### src/common/board_pkg.sv
// board reset and indicator constants, register map and carrier types
package board_pkg;
    // clock rate and documented delays in their own units
    localparam int unsigned CLK_MHZ       = 250;
    localparam int unsigned IOP_HOLD_US   = 1000;  // 1 ms after processor power good
    localparam int unsigned BOOT_HOLD_US  = 1500;  // 1.5 ms after board reset release
    localparam int unsigned BLINK_HALF_MS = 250;   // sleep blink half period
    // derived cycle counts (exact at 250 MHz)
    localparam logic [19:0] IOP_HOLD_CYC  = 20'(IOP_HOLD_US * CLK_MHZ);
    localparam logic [19:0] BOOT_HOLD_CYC = 20'(BOOT_HOLD_US * CLK_MHZ);
    localparam logic [25:0] BLINK_CYC     = 26'(BLINK_HALF_MS * 1000 * CLK_MHZ);

    // wishbone register byte offsets
    localparam logic [7:0] REG_CTRL   = 8'h00;
    localparam logic [7:0] REG_STATUS = 8'h04;
    localparam logic [7:0] REG_EVENT  = 8'h08;
    // control and event bit positions
    localparam int unsigned CTRL_SLEEP_EN    = 0;
    localparam int unsigned CTRL_SLEEP_STATE = 1;
    localparam int unsigned CTRL_ID_TOGGLE   = 2;
    localparam int unsigned EVT_SLEEP        = 0;
    // reset values
    localparam logic [1:0] CTRL_RST = 2'h0;

    // board sequencing states
    typedef enum logic [1:0] {
        SEQ_HOLD     = 2'b00,
        SEQ_IOP_WAIT = 2'b01,
        SEQ_RUN      = 2'b10
    } seq_t;

    // rail power-good levels, high means rail in range
    typedef struct packed {
        logic standby_3v3_good;
        logic rail_1v8_good;
        logic rail_1v5_good;
        logic rail_1v35_good;
        logic rail_1v2_good;
    } rails_t;

    // per-drive status from the enclosure controller
    typedef struct packed {
        logic [2:0] present;
        logic [2:0] active;
        logic [2:0] fault;
    } drive_t;

    // every asynchronous board input
    typedef struct packed {
        rails_t     rails;
        logic       host_rail_good_n;
        logic       iop_power_good;
        logic       power_sw_pressed;
        logic       reset_sw_pressed;
        logic       id_sw_pressed;
        logic       alarm_colour_select;
        drive_t     drives;
        logic [1:0] nic_activity;
        logic       critical_alarm;
        logic       major_alarm;
    } inputs_t;

    // front panel indicator drives, high lights the led
    typedef struct packed {
        logic power;
        logic drive_green;
        logic drive_amber;
        logic id;
        logic nic;
        logic crit_yellow;
        logic crit_red;
        logic major_yellow;
        logic major_red;
    } leds_t;

    // status register layout
    typedef struct packed {
        logic [18:0] zero;
        seq_t        seq;
        logic        id_led;
        logic        power_on;
        logic        iop_reset_n;
        logic        board_reset_n;
        logic        iop_power_good;
        logic        host_rail_good_n;
        rails_t      rails;
    } status_t;
endpackage

### src/hw/board_reset_leds.sv
// board reset sequencing and front panel indicators with wishbone registers
//
// Added by the designer: the Wishbone slave port and the register offsets.

module board_reset_leds #(
    parameter logic [19:0] IOP_HOLD_CYCLES  = board_pkg::IOP_HOLD_CYC,
    parameter logic [19:0] BOOT_HOLD_CYCLES = board_pkg::BOOT_HOLD_CYC,
    parameter logic [25:0] BLINK_CYCLES     = board_pkg::BLINK_CYC
) (
    input  wire logic               clk,
    input  wire logic               reset,
    input  wire board_pkg::inputs_t board_in,
    output logic                    board_reset_n,
    output logic                    iop_reset_n,
    output board_pkg::leds_t        leds,
    output logic                    system_reset,
    output logic                    sleep_button,
    input  wire logic               wb_cyc_i,
    input  wire logic               wb_stb_i,
    input  wire logic               wb_we_i,
    input  wire logic [7:0]         wb_adr_i,
    input  wire logic [3:0]         wb_sel_i,
    input  wire logic [31:0]        wb_dat_i,
    output logic [31:0]             wb_dat_o,
    output logic                    wb_ack_o
);
    // whole state of the block
    typedef struct packed {
        board_pkg::inputs_t sync1;        // first synchroniser stage
        board_pkg::inputs_t sync2;        // second stage, the only one used
        logic [2:0]         sw_prev;      // power, reset, id switch last level
        board_pkg::seq_t    seq;          // reset sequencing state
        logic               board_rst_n;  // board reset output
        logic               iop_rst_n;    // processor reset output
        logic               power_on;     // system power state
        logic               sleep_en;     // os enabled the sleep button
        logic               sleep_state;  // system in acpi sleep
        logic               sleep_evt;    // sticky sleep button event
        logic               id_on;        // id led state
        logic               sys_rst;      // system reset pulse
        logic               sleep_btn;    // sleep button pulse
        logic [25:0]        blink_cnt;    // blink half period counter
        logic               blink;        // blink phase
        board_pkg::leds_t   led;          // registered led drives
        logic               ack;          // bus acknowledge
        logic [31:0]        dat;          // bus read data
    } state_t;

    state_t state;       // registered copy
    state_t next_state;  // combinational copy

    logic              iop_done;    // processor power good hold expired
    logic              boot_done;   // board release hold expired
    logic              all_good;    // every rail and host good
    logic              pwr_press;   // power switch press
    logic              rst_press;   // reset switch press
    logic              id_press;    // id switch press
    logic              bus_req;     // new wishbone request
    logic              bus_wr;      // write with low byte enabled
    logic              id_ev;       // any id toggle request
    logic              any_fault;   // a present drive reports fault
    logic              any_active;  // a present drive is active
    logic              iop_run;     // processor hold timer running
    board_pkg::status_t status;     // status register image

    // rising edge of a synchronised switch level
    function automatic logic rise(input logic cur, input logic prev);
        return cur && !prev;
    endfunction

    assign all_good = (&state.sync2.rails) && state.sync2.host_rail_good_n;

    assign pwr_press = rise(state.sync2.power_sw_pressed, state.sw_prev[2]);
    assign rst_press = rise(state.sync2.reset_sw_pressed, state.sw_prev[1]);
    assign id_press  = rise(state.sync2.id_sw_pressed, state.sw_prev[0]);

    // a request is taken once; ack drops the cycle after it rises
    assign bus_req = wb_cyc_i && wb_stb_i && !state.ack;
    assign bus_wr  = bus_req && wb_we_i && wb_sel_i[0];

    assign id_ev = id_press || (bus_wr && (wb_adr_i == board_pkg::REG_CTRL)
                   && wb_dat_i[board_pkg::CTRL_ID_TOGGLE]);

    assign any_fault  = |(state.sync2.drives.fault & state.sync2.drives.present);
    assign any_active = |(state.sync2.drives.active & state.sync2.drives.present);

    // status register image built from live state
    always_comb begin
        status                  = '0;
        status.seq              = state.seq;
        status.id_led           = state.id_on;
        status.power_on         = state.power_on;
        status.iop_reset_n      = state.iop_rst_n;
        status.board_reset_n    = state.board_rst_n;
        status.iop_power_good   = state.sync2.iop_power_good;
        status.host_rail_good_n = state.sync2.host_rail_good_n;
        status.rails            = state.sync2.rails;
    end

    assign iop_run = (state.seq != board_pkg::SEQ_HOLD) && state.sync2.iop_power_good;
    hold_timer #(
        .CYCLES (IOP_HOLD_CYCLES)
    ) iop_timer (
        .clk   (clk),
        .reset (reset),
        .run   (iop_run),
        .done  (iop_done)
    );

    hold_timer #(
        .CYCLES (BOOT_HOLD_CYCLES)
    ) boot_timer (
        .clk   (clk),
        .reset (reset),
        .run   (state.seq != board_pkg::SEQ_HOLD),
        .done  (boot_done)
    );

    // next state of the whole block
    always_comb begin
        next_state = state;
        next_state.sync1   = board_in;
        next_state.sync2   = state.sync1;
        next_state.sw_prev = {state.sync2.power_sw_pressed, state.sync2.reset_sw_pressed,
                              state.sync2.id_sw_pressed};
        next_state.sys_rst   = 1'b0;
        next_state.sleep_btn = 1'b0;

        case (state.seq)
            board_pkg::SEQ_HOLD: begin
                if (all_good) begin
                    next_state.seq = board_pkg::SEQ_IOP_WAIT;
                end
            end
            board_pkg::SEQ_IOP_WAIT: begin
                // both holds must expire, whichever is later
                if (!all_good) begin
                    next_state.seq = board_pkg::SEQ_HOLD;
                end else if (iop_done && boot_done) begin
                    next_state.seq = board_pkg::SEQ_RUN;
                end
            end
            board_pkg::SEQ_RUN: begin
                // a lost processor supply restarts its hold
                if (!all_good) begin
                    next_state.seq = board_pkg::SEQ_HOLD;
                end else if (!state.sync2.iop_power_good) begin
                    next_state.seq = board_pkg::SEQ_IOP_WAIT;
                end
            end
            default: begin
                next_state.seq = board_pkg::SEQ_HOLD;
            end
        endcase
        // outputs follow the next sequencing state
        next_state.board_rst_n = (next_state.seq != board_pkg::SEQ_HOLD);
        next_state.iop_rst_n   = (next_state.seq == board_pkg::SEQ_RUN);

        if (pwr_press) begin
            if (state.sleep_en) begin
                next_state.sleep_btn = 1'b1;
                next_state.sleep_evt = 1'b1;
            end else begin
                next_state.power_on = !state.power_on;
            end
        end
        if (rst_press && state.power_on) begin
            next_state.sys_rst = 1'b1;
        end
        if (id_ev) begin
            next_state.id_on = !state.id_on;
        end

        if (state.blink_cnt == BLINK_CYCLES - 26'h0000001) begin
            next_state.blink_cnt = 26'h0000000;
            next_state.blink     = !state.blink;
        end else begin
            next_state.blink_cnt = state.blink_cnt + 26'h0000001;
        end

        // wishbone slave: one wait state, unmapped reads zero
        next_state.ack = bus_req;
        if (bus_req) begin
            case (wb_adr_i)
                board_pkg::REG_CTRL: begin
                    next_state.dat = {30'h00000000, state.sleep_state, state.sleep_en};
                end
                board_pkg::REG_STATUS: begin
                    next_state.dat = status;
                end
                board_pkg::REG_EVENT: begin
                    next_state.dat = {31'h00000000, state.sleep_evt};
                end
                default: begin
                    next_state.dat = 32'h00000000;
                end
            endcase
        end
        if (bus_wr && (wb_adr_i == board_pkg::REG_CTRL)) begin
            next_state.sleep_en    = wb_dat_i[board_pkg::CTRL_SLEEP_EN];
            next_state.sleep_state = wb_dat_i[board_pkg::CTRL_SLEEP_STATE];
        end
        // write one clears; a new press in the same cycle wins
        if (bus_wr && (wb_adr_i == board_pkg::REG_EVENT) && wb_dat_i[board_pkg::EVT_SLEEP]
            && !(pwr_press && state.sleep_en)) begin
            next_state.sleep_evt = 1'b0;
        end

        next_state.led.power = state.power_on && (!state.sleep_state || state.blink);
        next_state.led.drive_amber = any_fault;
        next_state.led.drive_green = any_active && !any_fault;
        next_state.led.id          = next_state.id_on;
        next_state.led.nic = |state.sync2.nic_activity;
        next_state.led.crit_red     = state.sync2.critical_alarm && state.sync2.alarm_colour_select;
        next_state.led.crit_yellow  = state.sync2.critical_alarm && !state.sync2.alarm_colour_select;
        next_state.led.major_red    = state.sync2.major_alarm && state.sync2.alarm_colour_select;
        next_state.led.major_yellow = state.sync2.major_alarm && !state.sync2.alarm_colour_select;
    end

    // register the state; everything clears to off and held in reset
    always_ff @(posedge clk) begin
        if (reset) begin
            state             <= '0;
            state.seq         <= board_pkg::SEQ_HOLD;
            state.sleep_en    <= board_pkg::CTRL_RST[0];
            state.sleep_state <= board_pkg::CTRL_RST[1];
        end else begin
            state <= next_state;
        end
    end

    // outputs straight from flip-flops
    assign board_reset_n = state.board_rst_n;
    assign iop_reset_n   = state.iop_rst_n;
    assign leds          = state.led;
    assign system_reset  = state.sys_rst;
    assign sleep_button  = state.sleep_btn;
    assign wb_dat_o      = state.dat;
    assign wb_ack_o      = state.ack;

    // helper ages for checking hold times
    logic [19:0] pg_age;    // cycles of processor power good while released
    logic [19:0] rel_age;   // cycles since board release
    always_ff @(posedge clk) begin
        if (reset || !iop_run) begin
            pg_age <= 20'h00000;
        end else if (pg_age != 20'hfffff) begin
            pg_age <= pg_age + 20'h00001;
        end
    end
    always_ff @(posedge clk) begin
        if (reset || !state.board_rst_n) begin
            rel_age <= 20'h00000;
        end else if (rel_age != 20'hfffff) begin
            rel_age <= rel_age + 20'h00001;
        end
    end
endmodule // board_reset_leds

### src/hw/hold_timer.sv
// saturating hold-off timer: done after CYCLES cycles of run
module hold_timer #(
    parameter logic [19:0] CYCLES = 20'h00001
) (
    input  wire logic clk,
    input  wire logic reset,
    input  wire logic run,
    output logic      done
);
    // whole state of the timer
    typedef struct packed {
        logic [19:0] count;
    } timer_state_t;

    timer_state_t state;       // registered copy
    timer_state_t next_state;  // combinational copy

    // count while run stays high, restart whenever it drops
    always_comb begin
        next_state = state;
        if (!run) begin
            next_state.count = 20'h00000;
        end else if (state.count != CYCLES) begin
            next_state.count = state.count + 20'h00001;
        end
    end

    // register the state
    always_ff @(posedge clk) begin
        if (reset) begin
            state <= '0;
        end else begin
            state <= next_state;
        end
    end

    // saturated count means the full delay has passed
    assign done = run && (state.count == CYCLES);
endmodule // hold_timer

### config.mk
export PLATFORM = sky130hd
export DESIGN_NAME = board_reset_leds
export DESIGN_NICKNAME = d
export VERILOG_FILES = /design/src/common/board_pkg.sv /design/src/hw/board_reset_leds.sv /design/src/hw/hold_timer.sv
export SDC_FILE = /design/constraint.sdc
export NUM_CORES = 1
export LEC_CHECK = 0
export BUFFER_PORTS_ARGS = -buffer_cell sky130_fd_sc_hd__buf_4
export CORE_MARGIN = 3
export CORE_UTILIZATION = 50
export CTS_CLUSTER_SIZE = 12
export DETAILED_ROUTE_END_ITERATION = 10
export GPL_TIMING_DRIVEN = 0
export PLACE_DENSITY_LB_ADDON = 0.25
export SYNTH_ARGS = -nofsm -noshare
export SYNTH_HDL_FRONTEND = slang
export SYNTH_SLANG_ARGS = --single-unit
### constraint.sdc
create_clock -name clk -period 2 [get_ports clk]
set_input_delay 0.4 -clock clk [delete_from_list [all_inputs] [get_ports clk]]
set_output_delay 0.4 -clock clk [all_outputs]
set_load 0.01 [all_outputs]
==> metrics.yaml, run 1 <==
status: "finished with violations"
violations: "negative setup slack"
cp_num_buf_inv: 2
clkSinkCount: 151
switching_share_pct: 22.32
drc: 0
antenna_cells: 0
clock_latency_ns: 0.42
first_pass_iters: 5
dieArea_mm2: 0.01365
rows: 39
internal-power_mw: 5.089
critical_path_class: "flop to flop"
slowest_delay_ns: 0.57
cts.htree.levels: 4
ys_seq_elements: 151
place_hpwl_mm: 9.269
cts_buffers: 17
cp.required_ns: 2.30
startpoint_type: "flop"
worstPathMaxFanout: 7
io_buffers: 65
leakage_nw: 2.966
seq_area_mm2: 0.003047
synthArstFlopShare_pct: 0
synth_commonest_cells: "dfxtp_1, nor2_1, nor2b_1, buf_4, a21oi_1"
max_freq_mhz: 468.8
finalHoldViolCount: 0
cts_root_buf: "clkbuf_16"
r2r_setup_slack_ns: -0.13
routed-wl-met3_um: 747
synth_area_mm2: 0.006142
yosysSeqAreaShare_pct: 49.22
place_congestion: 0.8287
p_per_area_mw_per_mm2: 843.1
r2r-end: "state[66]$_SDFF_PP0_"
cts_hold_buf: 0
synth_area_per_cell_um2: 9.349
cts_tree: "built"
drt-initial-drc-count: 346
fin_nets: 851
synth.most_common_cell: "dfxtp_1"
cp.arrival_ns: 2.43
reg2regPathDepth: 6
wl_per_cell_um: 14.53
crit_family: "simple AND/OR/NAND/NOR gates"
finalPower_mw: 6.551
switchingPower_mw: 1.462
nFillCells: 949
io_pins: 119
synthCells: 657
slew_viol_final: 0
worst_path_max_delay_cell: "or4_4"
start_util_pct: 52.45
worst_slack_ns: -0.1331
top_layer: "met4"
clk_pin_slew_worst_paths_ns: 0.06
clockBufferDepth: 2
wl_met1_mm: 5.621
multiInputGateArea_mm2: 0.002858
tightest_slew_ns: 0.6675
yosys.area.top_type: "dfxtp_1"
min_from: "board_in[3]"
synth-compound-area-share_pct: 9.676
reg2reg_from: "state[61]$_SDFF_PP0_"
synth_top_family_by_area: "simple AND/OR/NAND/NOR gates"
antenna_left: 0
hp-class: "input port to flop"
combPwrFrac_pct: 4.1
layout-drive-gt1-share_pct: 26.34
hold-worst-slack_ns: 0.1871
worstSetupEndpointType: "flop"
yosysTopAreaCellShare_pct: 49.22
finClkSkew_ns: 0.006957
grt_pass1_vias: 4739
startpoint: "state[61]$_SDFF_PP0_"
path_cells: "or4_4 -> or4_4 -> o31ai_4 -> buf_6 -> buf_6 -> a21oi_1"
synth_edf_count: 0
min_path_cells: 2
yosysUniqueCellTypes: 53
min_period_over_period_pct: 106.7
peakVddDrop_mv: 0.9479
synth_xor_area_share_pct: 4.706
hold_path_end: "next_state[86]$_SDFF_PP0_"
final-setup-viol-count: 26
yosys.area_share.simple_pct: 27.40
yosys_warnings: 0
grt_setup_unrepaired: "yes"
floorplan.core_area_mm2: 0.01171
syn2layout_area_growth_pct: 26.50
drv_cap: 0
die_w_um: 116.8
ys.flop_type: "dfxtp_1"
synth.area.mux_share_pct: 0.5093
slew_headroom_pct: 55.20
wl_mm: 13.50
fin_crit_ns: 2.133
pwr-share-seq_pct: 47.1
vias: 4989
clockPowerShare_pct: 48.8
grt_pass1_wl_mm: 21.94
post_synth_fa_ha_maj_area_fraction_pct: 1.019
die_y_um: 116.8
grt-ovfl-total: 0
vias_per_cell: 5.370
wl_met2_mm: 6.911
grt_max_degree: 17
track_usage_pct: 20.36
antenna_found_initial: 0
ys_top_cells_by_area: "dfxtp_1, nor2b_1, buf_4, nor2_1, a21oi_1"
[how the worst max path moves through the flow]
stage                                   to  slack, ns  depth (start not counted)
detailed placement    state[62]$_SDFF_PP0_      -0.29                          7
global route          state[66]$_SDFF_PP0_      -0.19                          6
floorplan           state[42]$_SDFFE_PP0P_      -0.01                          4
global placement      state[66]$_SDFF_PP0_      -0.21                          7
finish                state[66]$_SDFF_PP0_      -0.13                          6
CTS                   state[66]$_SDFF_PP0_      -0.15                          6
[power groups by stage]
stage	logic, mW	registers (mW)	clock network (mW)
after floorplan	0.150	3.15	0
after global placement	0.244	3.15	0
after detailed placement	0.246	3.16	0
after CTS	0.266	3.09	3.24
after global routing	0.298	3.09	3.36
final	0.270	3.09	3.19
[worst reg2reg max path, stage by stage, from the launching register on]
cell and delay [ns]:
dfxtp_4 0.36, or4_4 0.51, or4_4 0.57, o31ai_4 0.20, buf_6 0.19, buf_6 0.14, a21oi_1 0.04
[layout make-up]
class | count | share of cell area, %
well taps | 143 | 2.303
clock inverters | 14 | 2.109
repair buffers | 82 | 8.277
flip-flops and latches | 151 | 39.21
clock buffers | 18 | 5.523
multi-input cells | 448 | 36.78
plain buffers | 62 | 5.266
inverters | 11 | 0.5314
[routing by layer]
layer	vias to the layer above	global-route usage, %
met5	-	0
met4	0	7.263
met3	26	6.838
met2	123	35.19
met1	2338	23.54
li1	2502	-
[placed cells by master (no fill, tap or decap), drive strengths merged, types with 3 or more instances in the layout]
cell / synthesis / final
a21oi: 34 / 34
and4: 10 / 10
conb: 1 / 19
and4b: 3 / 3
and2: 4 / 4
inv: 11 / 19
or4: 18 / 18
dfxtp: 151 / 151
xor2: 19 / 19
o21ai: 20 / 20
a22oi: 12 / 12
nand3: 28 / 28
o31ai: 12 / 12
xnor2: 14 / 14
nor4b: 3 / 3
or3: 13 / 13
o41ai: 3 / 3
nand2b: 4 / 4
and3: 5 / 5
nand4b: 3 / 3
and3b: 3 / 3
nor3b: 3 / 3
nand4: 24 / 24
buf: 44 / 127
nor4: 8 / 8
clkinv: 0 / 3
nor3: 11 / 11
nor2: 62 / 62
nand3b: 5 / 5
nor2b: 54 / 54
ha: 5 / 5
clkbuf: 21 / 35
nand2: 30 / 30
[logic make-up (layout without fill, tap and decap cells)]
family          count (synthesis)  count (layout)
compound gates                 93              93
xor+xnor                       33              33
fa+ha+maj                       5               5
buf+inv                        76             187
flops                         151             151
mux                             3               3
other cells                     1              19
simple gates                  295             295
[stage by stage]
step	cells	area (µm²)	utilization [%]	setup WS, ns	setup TNS (ns)
CTS	926	7672	65.51	-0.1458	-3.326
global route	929	7770	66.35	-0.1924	-4.331
finish	929	7770	66.35	-0.1331	-2.924
floorplan	675	6215	-	-0.01243	-0.07335
global placement	883	6882	58.76	-0.2086	-6.110
detailed placement	883	6882	58.76	-0.2857	-8.047
[registers in the layout, summed over array words and instances, names as in the netlist]
register / flops
board_reset_n: 1
boot_timer.state: 20
iop_reset_n: 1
iop_timer.state: 20
leds: 9
next_state: 27
sleep_button: 1
state: 57
system_reset: 1
wb_ack_o: 1
wb_dat_o: 13
[timing repair]
action | in CTS | in global routing
gates cloned | 2 | 0
pin swaps | 16 | 6
resized for setup | 29 | 28
endpoints found under the setup margin | 33 | 31
buffers inserted | 11 | 4
(Power assumes the default switching activity.)
==> run 2, diff against run 1 <==
Settings changed: SYNTH_HIERARCHICAL set to 1.
==> run 2 against run 1 <==
The run still ends with negative setup slack left. Design area decreased by 1.1%. Synthesized cell count is the same. Die area increased by 1.5%. Hold slack worse by 0.0029 ns. Register-to-register slack improved by 0.10 ns. Sequential share of layout area increased by 0.31 points. Flip-flop and latch count is the same. Critical path type unchanged. Critical endpoint is now state[62]$_SDFF_PP0_.
==> metrics.yaml, run 2 <==
status: "finished with violations"  # unchanged
violations: "negative setup slack"  # unchanged
seq_area_mm2: 0.003037  # was 0.003047 mm²
start_util_pct: 51.54  # was 52.45%
vias_per_cell: 5.204  # was 5.370
place_hpwl_mm: 9.317  # was 9.269 mm
antenna_left: 0  # unchanged
nFillCells: 1038  # was 949
die_y_um: 117.7  # was 116.8 µm
layout-drive-gt1-share_pct: 24.90  # was 26.34%
synthArstFlopShare_pct: 0  # unchanged
grt_setup_unrepaired: "yes"  # unchanged
clkSinkCount: 151  # unchanged
drt-initial-drc-count: 298  # was 346
multiInputGateArea_mm2: 0.002820  # was 0.002858 mm²
fin_nets: 844  # was 851
ys_seq_elements: 151  # unchanged
rows: 40  # was 39
ys_top_cells_by_area: "dfxtp_1, buf_4, nor2b_1, nor2_1, xor2_1"  # was dfxtp_1, nor2b_1, buf_4, nor2_1, a21oi_1
first_pass_iters: 5  # unchanged
final_core_util_pct: 63.44  # was 66.35%
wl_mm: 12.94  # was 13.50 mm
final-setup-viol-count: 24  # was 26
wl_per_cell_um: 13.67  # was 14.53 µm
worstPathMaxFanout: 5  # was 7
cts_tree: "built"  # unchanged
yosysTopAreaCellShare_pct: 48.43  # was 49.22%
cts.htree.levels: 4  # unchanged
peakVddDrop_mv: 0.6011  # was 0.9479 mV
clock_latency_ns: 0.42  # about the same
grt_pass1_wl_mm: 21.73  # was 21.94 mm
tns_ns: -0.2919  # was -2.924 ns
critical_path_class: "flop to flop"  # unchanged
leakage_nw: 3.016  # was 2.966 nW
hold-worst-slack_ns: 0.1842  # was 0.1871 ns
final_common_cell: "dfxtp_1"  # unchanged
largest_reg_flops: 57  # unchanged
startpoint_type: "flop"  # unchanged
finalPower_mw: 6.284  # was 6.551 mW
drv_cap: 0  # unchanged
track_usage_pct: 19.18  # was 20.36%
synthCells: 657  # unchanged
floorplan.core_area_mm2: 0.01211  # was 0.01171 mm²
min_path_cells: 2  # unchanged
regMostFlops: "state"  # unchanged
synth_area_per_cell_um2: 9.501  # was 9.349 µm²
synth-compound-area-share_pct: 7.877  # was 9.676%
io_pins: 119  # unchanged
worst_slack_ns: -0.03002  # was -0.1331 ns
p_per_area_mw_per_mm2: 817.8  # was 843.1 mW/mm²
fin_crit_ns: 2.030  # was 2.133 ns
antenna_found_initial: 0  # unchanged
max_freq_mhz: 492.6  # was 468.8 MHz
place_congestion: 0.8566  # was 0.8287
slew_viol_final: 0  # unchanged
cts_root_buf: "clkbuf_16"  # unchanged
syn2layout_area_growth_pct: 23.09  # was 26.50%
clk_pin_slew_worst_paths_ns: 0.06  # about the same
clockBufferDepth: 2  # unchanged
grt-ovfl-total: 0  # unchanged
grt_max_degree: 17  # unchanged
yosys_warnings: 6  # was 0
synth_area_mm2: 0.006242  # was 0.006142 mm²
die_w_um: 117.7  # was 116.8 µm
yosysSeqAreaShare_pct: 48.43  # was 49.22%
io_buffers: 67  # was 65
dp_slack_ns: -0.2835  # was -0.2857 ns
post_synth_fa_ha_maj_area_fraction_pct: 1.002  # was 1.019%
cts_buffers: 17  # unchanged
grt_pass1_vias: 4693  # was 4,739
reg2regPathDepth: 5  # was 6
synth_edf_count: 0  # unchanged
synth.area.mux_share_pct: 1.323  # was 0.5093%
synth_commonest_cells: "dfxtp_1, nor2_1, nor2b_1, buf_4, nand2_1"  # was dfxtp_1, nor2_1, nor2b_1, buf_4, a21oi_1
vias: 4928  # was 4,989
synth_top_family_by_area: "simple AND/OR/NAND/NOR gates"  # unchanged
yosys.area.top_type: "dfxtp_1"  # unchanged
tightest_slew_ns: 0.5891  # was 0.6675 ns
dieArea_mm2: 0.01386  # was 0.01365 mm²
cp.required_ns: 2.31  # was 2.30 ns
cp.arrival_ns: 2.34  # was 2.43 ns
final_cell_mix: "dfxtp_1, buf_4, nor2_1"  # was dfxtp_1, buf_4, nor2b_1
yosysUniqueCellTypes: 62  # was 53
drc: 0  # unchanged
slew_headroom_pct: 60.73  # was 55.20%
hp-class: "input port to flop"  # unchanged
min_period_over_period_pct: 101.5  # was 106.7%
worstSetupEndpointType: "flop"  # unchanged
synth.most_common_cell: "dfxtp_1"  # unchanged
synth_xor_area_share_pct: 5.051  # was 4.706%
antenna_cells: 0  # unchanged
ys.flop_type: "dfxtp_1"  # unchanged
finalHoldViolCount: 0  # unchanged
yosys.area_share.simple_pct: 27.98  # was 27.40%
finClkSkew_ns: 0.007206  # was 0.006957 ns
[run 2: critical path: stages, from the launching register on]
cell and delay, ns:
dfxtp_4 0.34, or4b_1 0.52, or4_4 0.58, o21ai_4 0.24
buf_4 0.19, a21oi_1 0.05
[run 2: cell families after synthesis]
group           Yosys count
simple gates            299
flops                   151
buf+inv                  82
compound gates           75
xor+xnor                 36
mux                       8
fa+ha+maj                 5
other cells               1
[run 2: report_power, final]
part | internal (mW) | leakage (nW) | total [mW] | switching, mW
Sequential | 3.06 | 1.23 | 3.09 | 0.0218
Combinational | 0.143 | 1.52 | 0.261 | 0.118
Clock | 1.63 | 0.261 | 2.94 | 1.31
[run 2: final timing paths]
path	startpoint	to	slack (ns)
hold reg to reg	next_state[99]$_SDFF_PP0_	next_state[82]$_SDFF_PP0_	0.44
setup reg to reg	state[65]$_SDFF_PP0_	state[62]$_SDFF_PP0_	-0.03
setup / recovery	state[65]$_SDFF_PP0_	state[62]$_SDFF_PP0_	-0.03
hold / removal	board_in[23]	next_state[106]$_SDFF_PP0_	0.18
[run 2: cell type report]
type	count	share of cell area, %
Multi-Input combinational cell	442	36.70
Inverter	15	0.7328
Buffer	67	6.106
Tap cell	168	2.736
Timing Repair Buffer	72	7.084
Sequential cell	151	39.52
Clock buffer	19	5.634
Clock inverter	13	1.482
[run 2: repair_timing]
item,in CTS,in global routing
hold buffers,0,0
resized for setup,8,13
pin swaps,4,0
setup endpoints to repair,31,42
buffers inserted,2,2
cloned,0,1
[run 2: routing by layer]
metal  track usage (%)  wire length (µm)  part of all wire [%]  vias to the layer above
met5                 0                 0                     0                        -
met4             7.619               191                   1.5                        0
met3             5.478               574                   4.4                       18
met2             32.23              6383                    49                      104
met1             23.24              5792                    45                     2331
li1                  -                 -                     -                     2475
[run 2: through the flow]
stage,area (µm²),instances
2_1_floorplan,6324,675
3_3_place_gp,7037,910
3_5_place_dp,7037,910
4_1_cts,7615,944
5_1_grt,7684,947
6_report,7684,947
